`config.mk`:
```
export PLATFORM = sky130hd
export DESIGN_NAME = rxcr_xcvr_rx_flat
export DESIGN_NICKNAME = d
export VERILOG_FILES = /design/src/hdl/rxcr_pkg.sv /design/src/hdl/rxcr_link_if.sv /design/src/hdl/rxcr_xcvr_rx.sv /design/src/hdl/rxcr_deser.sv /design/src/flat_wrapper.sv
export VERILOG_INCLUDE_DIRS = /design/src /design/src/hdl
export SDC_FILE = /design/constraint.sdc
export NUM_CORES = 1
export LEC_CHECK = 0
export BUFFER_PORTS_ARGS = -buffer_cell sky130_fd_sc_hd__buf_2
export CORE_UTILIZATION = 61
export DETAILED_ROUTE_END_ITERATION = 6
export GPL_TIMING_DRIVEN = 1
export PLACE_DENSITY_LB_ADDON = 0.3
export REMOVE_ABC_BUFFERS = 1
export SLEW_MARGIN = 20
export SYNTH_ARGS = -nofsm -noshare
export SYNTH_HDL_FRONTEND = slang
export SYNTH_SLANG_ARGS = --single-unit
```
`constraint.sdc`:
```
create_clock -name clk_sys -period 2.94 [get_ports clk_sys]
set_clock_uncertainty 0.1 [all_clocks]
set_input_delay 0.441 -clock clk_sys [delete_from_list [all_inputs] [get_ports clk_sys]]
set_output_delay 0.441 -clock clk_sys [all_outputs]
set_load 0.1 [all_outputs]
```
`src/hdl/rxcr_consts.svh`:
```
// constants of the receive transceiver clock and reset pair
// Behaviour
// - analog reset clears recovery circuit and deserializer
// - digital reset clears receive digital data path
// - only the reset controller drives both resets; the transceiver also ORs its own reset input into each
// - lock-to-data: parallel clock recovered from data
// - lock-to-reference: parallel clock mirrors selected reference
// - core clock reads FIFO, fed from parallel clock
// - reference bit0 core PLL, bit1 TMDS; select 0
// - recovered PMA clock stays unconnected and unused
// - below minimum rate: faster reference, oversampled stream
// - cover 250 to 6000 Mbps, below 611 via PLL reference
// - lock-to-reference control high selects reference mode
`ifndef RXCR_CONSTS_SVH
`define RXCR_CONSTS_SVH

`define RXCR_NCH        3
`define RXCR_WORD_BITS  10
`define RXCR_REF_SEL    0
`define RXCR_REF_PLL    0
`define RXCR_REF_TMDS   1
`define RXCR_FIFO_DEPTH 4
`define RXCR_LOCK_EDGES 8
`define RXCR_OS_FACTOR  5
`define RXCR_RATE_MIN   250
`define RXCR_RATE_MAX   6000
`define RXCR_LINK_MIN   611
`define RXCR_CLK_MHZ    100
`define RXCR_T_ANA_NS   1000
`define RXCR_T_LOCK_NS  4000
`define RXCR_ANA_CYC  ((`RXCR_T_ANA_NS * `RXCR_CLK_MHZ + 999) / 1000)
`define RXCR_LOCK_CYC ((`RXCR_T_LOCK_NS * `RXCR_CLK_MHZ + 999) / 1000)

`endif

```
`src/hdl/rxcr_pkg.sv`:
```
// types shared by both ends of the receive clock and reset pair
package rxcr_pkg;
   typedef enum logic [1:0] {
      RXCR_CDR_RST  = 2'b00,
      RXCR_CDR_ACQ  = 2'b01,
      RXCR_CDR_DATA = 2'b10,
      RXCR_CDR_REF  = 2'b11
   } rxcr_cdr_t;

   typedef enum logic [2:0] {
      RXCR_RC_IDLE = 3'b000,
      RXCR_RC_ANA  = 3'b001,
      RXCR_RC_LOCK = 3'b010,
      RXCR_RC_RUN  = 3'b011,
      RXCR_RC_ERR  = 3'b100
   } rxcr_rc_t;
endpackage

```
`src/hdl/rxcr_link_if.sv`:
```
// interface between the transceiver end and the reset controller end
`timescale 1ns/1ns
`include "rxcr_consts.svh"
interface rxcr_link_if #(
   parameter int NCH = `RXCR_NCH
);
   logic [1:0]     refclk;
   logic [NCH-1:0] ana_rst;
   logic [NCH-1:0] dig_rst;
   logic [NCH-1:0] lock_to_ref;
   logic [NCH-1:0] par_clk;
   logic [NCH-1:0] core_clk;
   logic [NCH-1:0] pma_clk;

   modport dev (
      input  refclk,
      input  ana_rst,
      input  dig_rst,
      input  lock_to_ref,
      input  core_clk,
      output par_clk,
      output pma_clk
   );

   modport ctl (
      output refclk,
      output ana_rst,
      output dig_rst,
      output lock_to_ref,
      output core_clk,
      input  par_clk,
      input  pma_clk
   );
endinterface

```
`src/hdl/rxcr_xcvr_rx.sv`:
```
// transceiver end: clock recovery, deserializer and read-side FIFO
`timescale 1ns/1ns
`include "rxcr_consts.svh"
module rxcr_xcvr_rx #(
   parameter int NCH   = `RXCR_NCH,
   parameter int W     = `RXCR_WORD_BITS,
   parameter int DEPTH = `RXCR_FIFO_DEPTH
) (
   input  wire logic                clk_sys,
   input  wire logic                reset,
   rxcr_link_if.dev                 lnk,
   input  wire logic [NCH-1:0]      ser_bit,
   input  wire logic [NCH-1:0]      ser_vld,
   output logic [NCH-1:0][W-1:0]    rx_word,
   output logic [NCH-1:0]           rx_vld,
   output logic [NCH-1:0]           rx_ovf,
   output logic [NCH-1:0]           rx_locked
);
   localparam int AW   = $clog2(DEPTH);
   localparam int HALF = W / 2;
   localparam logic [AW:0] FULL  = (AW+1)'(DEPTH);
   localparam logic [3:0]  EDGES = 4'(`RXCR_LOCK_EDGES - 1);
   localparam logic [3:0]  HLAST = 4'(HALF - 1);

   for (genvar i = 0; i < NCH; i++) begin : g_ch
      // reset inputs are taken level by level, each one alone
      logic ana;
      logic dig;
      assign ana = reset | lnk.ana_rst[i];
      assign dig = reset | lnk.dig_rst[i];

      // clock recovery state
      rxcr_pkg::rxcr_cdr_t cdr_q, cdr_d;
      logic [3:0] edg_q, edg_d;
      logic [3:0] bc_q, bc_d;
      logic       last_q, last_d;
      logic       pclk_q, pclk_d;
      logic       pma_q, pma_d;
      logic       lck_q, lck_d;
      logic       trans;

      assign trans = ser_vld[i] & (ser_bit[i] != last_q);

      always_comb begin
         cdr_d  = cdr_q;
         edg_d  = edg_q;
         bc_d   = bc_q;
         last_d = last_q;
         pclk_d = pclk_q;
         pma_d  = pma_q;
         lck_d  = 1'b0;
         if (ana) begin
            cdr_d  = rxcr_pkg::RXCR_CDR_RST;
            edg_d  = '0;
            // idle line level, so the first bit after reset can count
            last_d = 1'b0;
            bc_d   = '0;
            pclk_d = 1'b0;
            pma_d  = 1'b0;
         end else begin
            if (ser_vld[i]) begin
               last_d = ser_bit[i];
               pma_d  = ~pma_q;
            end
            case (cdr_q)
               rxcr_pkg::RXCR_CDR_RST: begin
                  if (lnk.lock_to_ref[i]) begin
                     cdr_d = rxcr_pkg::RXCR_CDR_REF;
                  end else begin
                     cdr_d = rxcr_pkg::RXCR_CDR_ACQ;
                  end
               end
               rxcr_pkg::RXCR_CDR_ACQ: begin
                  if (lnk.lock_to_ref[i]) begin
                     cdr_d = rxcr_pkg::RXCR_CDR_REF;
                  end else if (trans) begin
                     edg_d = edg_q + 1'b1;
                     if (edg_q == EDGES) begin
                        cdr_d = rxcr_pkg::RXCR_CDR_DATA;
                        bc_d  = '0;
                     end
                  end
               end
               rxcr_pkg::RXCR_CDR_DATA: begin
                  lck_d = 1'b1;
                  if (lnk.lock_to_ref[i]) begin
                     cdr_d = rxcr_pkg::RXCR_CDR_REF;
                  end else if (ser_vld[i]) begin
                     // half a word of bits per clock phase
                     if (bc_q == HLAST) begin
                        bc_d   = '0;
                        pclk_d = ~pclk_q;
                     end else begin
                        bc_d = bc_q + 1'b1;
                     end
                  end
               end
               rxcr_pkg::RXCR_CDR_REF: begin
                  lck_d = 1'b1;
                  if (!lnk.lock_to_ref[i]) begin
                     cdr_d = rxcr_pkg::RXCR_CDR_ACQ;
                     edg_d = '0;
                     lck_d = 1'b0;
                  end else begin
                     pclk_d = lnk.refclk[`RXCR_REF_SEL];
                  end
               end
               default: begin
                  cdr_d = rxcr_pkg::RXCR_CDR_RST;
               end
            endcase
         end
      end

      always_ff @(posedge clk_sys) begin
         cdr_q  <= cdr_d;
         edg_q  <= edg_d;
         bc_q   <= bc_d;
         last_q <= last_d;
         pclk_q <= pclk_d;
         pma_q  <= pma_d;
         lck_q  <= lck_d;
      end

      assign lnk.par_clk[i] = pclk_q;
      assign lnk.pma_clk[i] = pma_q;
      assign rx_locked[i]   = lck_q;

      // deserializer runs only once the channel is locked
      logic [W-1:0] dword;
      logic         dstb;
      logic         shen;

      assign shen = ser_vld[i] & ~ana &
                    ((cdr_q == rxcr_pkg::RXCR_CDR_DATA) |
                     (cdr_q == rxcr_pkg::RXCR_CDR_REF));

      rxcr_deser #(
         .W        (W)
      ) u_deser (
         .clk_sys  (clk_sys),
         .clr      (ana),
         .shift_en (shen),
         .bit_in   (ser_bit[i]),
         .word     (dword),
         .word_stb (dstb)
      );

      // phase compensation FIFO, read side paced by the core clock
      logic [W-1:0]  mem_q [DEPTH];
      logic [AW-1:0] wp_q, wp_d;
      logic [AW-1:0] rp_q, rp_d;
      logic [AW:0]   fill_q, fill_d;
      logic          cc_q, cc_d;
      logic [W-1:0]  word_q, word_d;
      logic          vld_q, vld_d;
      logic          ovf_q, ovf_d;
      logic          push;
      logic          pop;
      logic          rd_edge;

      assign rd_edge = lnk.core_clk[i] & ~cc_q;
      assign push    = dstb & (fill_q != FULL) & ~dig;
      assign pop     = rd_edge & (fill_q != '0) & ~dig;

      always_comb begin
         wp_d   = wp_q;
         rp_d   = rp_q;
         fill_d = fill_q;
         cc_d   = lnk.core_clk[i];
         word_d = word_q;
         vld_d  = 1'b0;
         ovf_d  = ovf_q;
         if (dig) begin
            wp_d   = '0;
            rp_d   = '0;
            fill_d = '0;
            word_d = '0;
            ovf_d  = 1'b0;
         end else begin
            if (push) begin
               wp_d = wp_q + 1'b1;
            end
            if (pop) begin
               rp_d   = rp_q + 1'b1;
               word_d = mem_q[rp_q];
               vld_d  = 1'b1;
            end
            case ({push, pop})
               2'b10:   fill_d = fill_q + 1'b1;
               2'b01:   fill_d = fill_q - 1'b1;
               default: fill_d = fill_q;
            endcase
            // a word that finds the FIFO full is dropped and noted
            if (dstb && fill_q == FULL) begin
               ovf_d = 1'b1;
            end
         end
      end

      always_ff @(posedge clk_sys) begin
         wp_q   <= wp_d;
         rp_q   <= rp_d;
         fill_q <= fill_d;
         cc_q   <= cc_d;
         word_q <= word_d;
         vld_q  <= vld_d;
         ovf_q  <= ovf_d;
      end

      always_ff @(posedge clk_sys) begin
         if (push) begin
            mem_q[wp_q] <= dword;
         end
      end

      assign rx_word[i] = word_q;
      assign rx_vld[i]  = vld_q;
      assign rx_ovf[i]  = ovf_q;
   end
endmodule // rxcr_xcvr_rx

```
`src/hdl/rxcr_deser.sv`:
```
// serial to parallel converter of one receive channel
`timescale 1ns/1ns
`include "rxcr_consts.svh"
module rxcr_deser #(
   parameter int W = `RXCR_WORD_BITS
) (
   input  wire logic         clk_sys,
   input  wire logic         clr,
   input  wire logic         shift_en,
   input  wire logic         bit_in,
   output logic [W-1:0]      word,
   output logic              word_stb
);
   localparam int CW = $clog2(W);

   logic [W-1:0]  sh_q, sh_d;
   logic [CW-1:0] cnt_q, cnt_d;
   logic [W-1:0]  word_q, word_d;
   logic          stb_q, stb_d;

   // bits arrive first bit first, so they enter at the top
   always_comb begin
      sh_d   = sh_q;
      cnt_d  = cnt_q;
      word_d = word_q;
      stb_d  = 1'b0;
      if (clr) begin
         sh_d   = '0;
         cnt_d  = '0;
         word_d = '0;
      end else if (shift_en) begin
         sh_d = {bit_in, sh_q[W-1:1]};
         if (cnt_q == CW'(W - 1)) begin
            cnt_d  = '0;
            word_d = {bit_in, sh_q[W-1:1]};
            stb_d  = 1'b1;
         end else begin
            cnt_d = cnt_q + 1'b1;
         end
      end
   end

   always_ff @(posedge clk_sys) begin
      sh_q   <= sh_d;
      cnt_q  <= cnt_d;
      word_q <= word_d;
      stb_q  <= stb_d;
   end

   assign word     = word_q;
   assign word_stb = stb_q;
endmodule // rxcr_deser

```
`src/flat_wrapper.sv`:
```
// flat-port wrapper written by rule: the top's interface ports become plain ports
module rxcr_xcvr_rx_flat 
#(
   parameter int NCH   = `RXCR_NCH,
   parameter int W     = `RXCR_WORD_BITS,
   parameter int DEPTH = `RXCR_FIFO_DEPTH
)
  (clk_sys, reset, ser_bit, ser_vld, rx_word, rx_vld, rx_ovf, rx_locked, lnk_refclk, lnk_ana_rst, lnk_dig_rst, lnk_lock_to_ref, lnk_core_clk, lnk_par_clk, lnk_pma_clk);
  rxcr_link_if #(.NCH(NCH)) lnk_i ();
  input  wire logic clk_sys;
  input  wire logic reset;
  input  wire logic [NCH-1:0] ser_bit;
  input  wire logic [NCH-1:0] ser_vld;
  output logic [NCH-1:0][W-1:0] rx_word;
  output logic [NCH-1:0] rx_vld;
  output logic [NCH-1:0] rx_ovf;
  output logic [NCH-1:0] rx_locked;
  input wire logic [$bits(lnk_i.refclk)-1:0] lnk_refclk;
  input wire logic [$bits(lnk_i.ana_rst)-1:0] lnk_ana_rst;
  input wire logic [$bits(lnk_i.dig_rst)-1:0] lnk_dig_rst;
  input wire logic [$bits(lnk_i.lock_to_ref)-1:0] lnk_lock_to_ref;
  input wire logic [$bits(lnk_i.core_clk)-1:0] lnk_core_clk;
  output wire logic [$bits(lnk_i.par_clk)-1:0] lnk_par_clk;
  output wire logic [$bits(lnk_i.pma_clk)-1:0] lnk_pma_clk;
  assign lnk_i.refclk = lnk_refclk;
  assign lnk_i.ana_rst = lnk_ana_rst;
  assign lnk_i.dig_rst = lnk_dig_rst;
  assign lnk_i.lock_to_ref = lnk_lock_to_ref;
  assign lnk_i.core_clk = lnk_core_clk;
  assign lnk_par_clk = lnk_i.par_clk;
  assign lnk_pma_clk = lnk_i.pma_clk;
  rxcr_xcvr_rx #(.NCH(NCH), .W(W), .DEPTH(DEPTH)) u_core (.clk_sys(clk_sys), .reset(reset), .lnk(lnk_i), .ser_bit(ser_bit), .ser_vld(ser_vld), .rx_word(rx_word), .rx_vld(rx_vld), .rx_ovf(rx_ovf), .rx_locked(rx_locked));
endmodule
```
==> impl_metrics.toml <==
[routing]
wire_per_inst_um = 15.7
firstDrtPassIters = 5
routed_via_density = 5.53
via_count = 7879
routed_wl_mm = 22.4
drtIter0Drc = 466
antenna_left = 0
post-route-drc-count = 0

[die]
die_w_um = 143
coreArea_um2 = 19500
die_area_um2 = 20500
dieHeight_um = 143
row_count = 51
initial_utilization_pct = 62.3
ios = 67

[grt]
grt_pass1_vias = 7535
grt_util_all_layers_pct = 22.7
grt-ovfl-total = 0
grt_antenna_before_repair = 0
grt_pass1_wl_mm = 36.8
grt_max_degree = 23

[sta]
finalCritPeriodShare_pct = 91.4
slew_headroom_pct = 46.5
slew_violations = 0
fmax_ghz = 0.372
grt_setup_unrepaired = "no"
hold_viol = 0
finalSetupTns_ns = 0
finalSetupViolCount = 0
worst_pin_slew_ns = 0.802
period_minus_slack_ns = 2.69

[min_path]
hold_path.class = "in2reg"
min_path_cells = 3
hold_start = "ser_bit[1]"
hold_end = "u_core.g_ch[1].u_deser.sh_q[9]$_SDFFE_PP0P_"

[clock_network]
cts_tree = "yes"
ctsResizeCount = 0
clk_pin_slew_worst_paths_ns = 0.06
clockRootBuffer = "clkbuf_16"
clock_sinks = 294
h-tree-depth = 1
cts_made_buffers = 29
clkLatencyLatePin_ns = 0.54
cts.path.max_buffers = 3

[final_layout]
nNetsFinal = 1198
n_fill_cell = 1396
diodes = 0
finalInstanceArea_um2 = 13800
multi_input_area_um2 = 4530
post-route-util_pct = 70.5
area_growth_pct = 13.1
seqCellArea_um2 = 7090
drive_gt1_share_pct = 15.4

[power]
p_per_area_nw_per_um2 = 638
clkPwrFrac_pct = 48.6
power_leakage_nw = 5.31
power.internal_mw = 7.07
p_sw_mw = 1.71
ir_worst_vdd_mv = 0.530
switching_share_pct = 19.5
seqPwrFrac_pct = 48.3
finalPower_mw = 8.78
combPwrFrac_pct = 3.1

[place]
io_buffers = 65
postPlaceCellArea_um2 = 12600
place_congestion = 0.778
dp_hpwl_mm = 14.2

[logic_synthesis]
synth_top_family_by_area = "simple AND/OR/NAND/NOR gates"
synth_top_area_share_pct = 29.6
synthArstFlopShare_pct = 0
syn_inst = 1086
yosysTopAreaCell = "edfxtp_1"
ys_ff_latch = 294
synth_seq_area_share_pct = 58.3
ys.flop_type = "dfxtp_1"
synth_compound_area_share_pct = 7.47
synth_area_leaders = "edfxtp_1 (30%), dfxtp_1 (29%), nand2_1 (6.0%)"
synth_xor_area_share_pct = 2.45
synth_fa_ha_area_share_pct = 4.20
avgSynthCellArea_um2 = 11.2
synthSimpleGateAreaFrac_pct = 16.0
synth_cell_types = 65
yosysWarnings = 0
synth-edff-count = 120
synthMuxAreaShare_pct = 7.12
synth_area_um2 = 12200

[setup_path]
reg2regPathDepth = 10
worstSetupPathType = "reg2reg"
worstSetupEndpointType = "flip-flop"
timing.rr.start = "u_core.g_ch[2].fill_q[2]$_SDFFE_PP0P_"
crit_start = "u_core.g_ch[2].fill_q[2]$_SDFFE_PP0P_"
required_ns = 3.31
worst_r2r_endpoint = "u_core.g_ch[2].fill_q[2]$_SDFFE_PP0P_"
worstPathArrival_ns = 3.06
r2r_setup_slack_ns = 0.25
crit_path_start_kind = "flip-flop"
cp_max_fo = 5

[flow_run]
drv_cap = 0

[run_status]
status = "completed"
[cell families (layout without fill, tap and decap cells)]
kind of cell	after synthesis	count (layout)
AOI/OAI and AO/OA	147	147
buffers and inverters	111	185
DFF	294	294
and+or+nand+nor	412	412
xor gates and xnor gates	34	34
adders and majority gates	39	39
muxes	49	49
[critical path, cell delays in order, from the launching register on]
cell and delay [ns]:
dfxtp_1 0.40, inv_1 0.07, o31ai_1 0.57, nor2_1 0.17, inv_1 0.10, ha_1 0.19, inv_1 0.06, fa_1 0.38
xor2_1 0.15, or3_1 0.30, a21oi_1 0.13
[power groups by stage]
stage	clock network (mW)	logic, mW	registers (mW)
final	4.27	0.270	4.24
after detailed placement	0	0.264	4.33
after global routing	4.52	0.297	4.24
after CTS	4.34	0.269	4.24
after floorplan	0	0.150	4.35
after global placement	0	0.261	4.33
[routing by layer]
metal | GRT usage (%) | vias to the layer above | routed length, um
met5 | 0 | - | 0
met4 | 6.56 | 0 | 402
met3 | 3.25 | 29 | 903
met2 | 38.9 | 164 | 11100
met1 | 30.1 | 3783 | 9980
li1 | - | 3903 | -
[final cells by class]
class	instances	share of cell area (%)
Clock buffer	34	5.86
Clock inverter	20	2.43
Sequential cell	294	51.5
Inverter	43	1.17
Multi-Input combinational cell	681	33.0
Timing Repair Buffer	88	3.67
Tap cell	265	2.41
[placed cells by master, fill, tap and decap left out, types with 7 or more instances in the layout]
master	synthesis	final
or3_1	8	8
edfxtp_1	120	120
buf_2	13	65
ha_1	36	36
xor2_1	20	20
dfxtp_1	174	174
nand3_1	56	56
buf_4	19	20
o211ai_1	7	7
nor3_1	7	7
nand2_1	194	194
o21ai_0	38	38
nor2_1	62	62
xnor2_1	14	14
mux4_2	30	30
bufinv_16	0	9
inv_1	43	43
and2_1	14	14
clkbuf_16	0	31
mux2i_1	19	19
nand2b_1	8	8
nor2b_1	21	21
a21oi_1	48	48
nor3b_1	8	8
[timing repair]
action / 4_1_cts / 5_1_grt
setup endpoints to repair: 0 / 0
hold endpoints to repair: 3 / 0
buffers inserted: 0 / 0
hold buffers: 3 / 0
[synth_stat cells, types with 3 or more instances]
cell,instances
xnor2_1,14
a311oi_1,4
o21ai_0,38
buf_6,5
mux2i_1,19
nand4_1,6
dfxtp_1,174
nand2_1,194
o22ai_1,4
fa_1,3
o211ai_1,7
edfxtp_1,120
buf_1,3
or3_1,8
buf_4,19
buf_2,13
a41oi_1,4
or2_2,3
a21oi_1,48
clkbuf_1,28
a31oi_1,6
nor3b_1,8
nand3b_1,4
o21ai_1,4
o21a_1,4
mux4_2,30
nor2b_1,21
o31ai_1,4
nand3_1,56
ha_1,36
nand2b_1,8
and2_1,14
a31o_2,4
inv_1,43
nor3_1,7
nor2_1,62
a221oi_1,3
xor2_1,20
nand4b_1,4
[sequential cells by signal, summed over array words and instances, names as in the netlist, 6 cells and up]
| signal | cells |
|---|---|
| u_core.g_ch.mem_q | 120 |
| u_core.g_ch.u_deser.word | 30 |
| u_core.g_ch.word_q | 30 |
| u_core.g_ch.u_deser.sh_q | 27 |
| u_core.g_ch.bc_q | 12 |
| u_core.g_ch.edg_q | 12 |
| u_core.g_ch.u_deser.cnt_q | 12 |
| u_core.g_ch.fill_q | 9 |
| u_core.g_ch.cdr_q | 6 |
| u_core.g_ch.rp_q | 6 |
| u_core.g_ch.wp_q | 6 |
[through the flow]
step / setup slack, ns / hold slack, ns / instances
after floorplan: -0.0695 / 0.323 / 1018
after global placement: 0.318 / 0.335 / 1368
after detailed placement: 0.238 / 0.343 / 1368
after CTS: 0.278 / 0.0669 / 1425
after global routing: 0.0956 / 0.0958 / 1425
final: 0.253 / 0.0837 / 1425
[worst max-delay path by stage]
stage                                                       end  slack, ns  cells after the start
after floorplan           u_core.g_ch[0].fill_q[2]$_SDFFE_PP0P_      -0.07                      9
after global placement    u_core.g_ch[0].fill_q[2]$_SDFFE_PP0P_       0.32                     10
after detailed placement  u_core.g_ch[1].fill_q[2]$_SDFFE_PP0P_       0.24                     10
after CTS                 u_core.g_ch[2].fill_q[2]$_SDFFE_PP0P_       0.28                     10
after global routing      u_core.g_ch[2].fill_q[2]$_SDFFE_PP0P_        0.1                     10
final                     u_core.g_ch[2].fill_q[2]$_SDFFE_PP0P_       0.25                     10
Note: power is estimated with default switching activity, not from simulation.
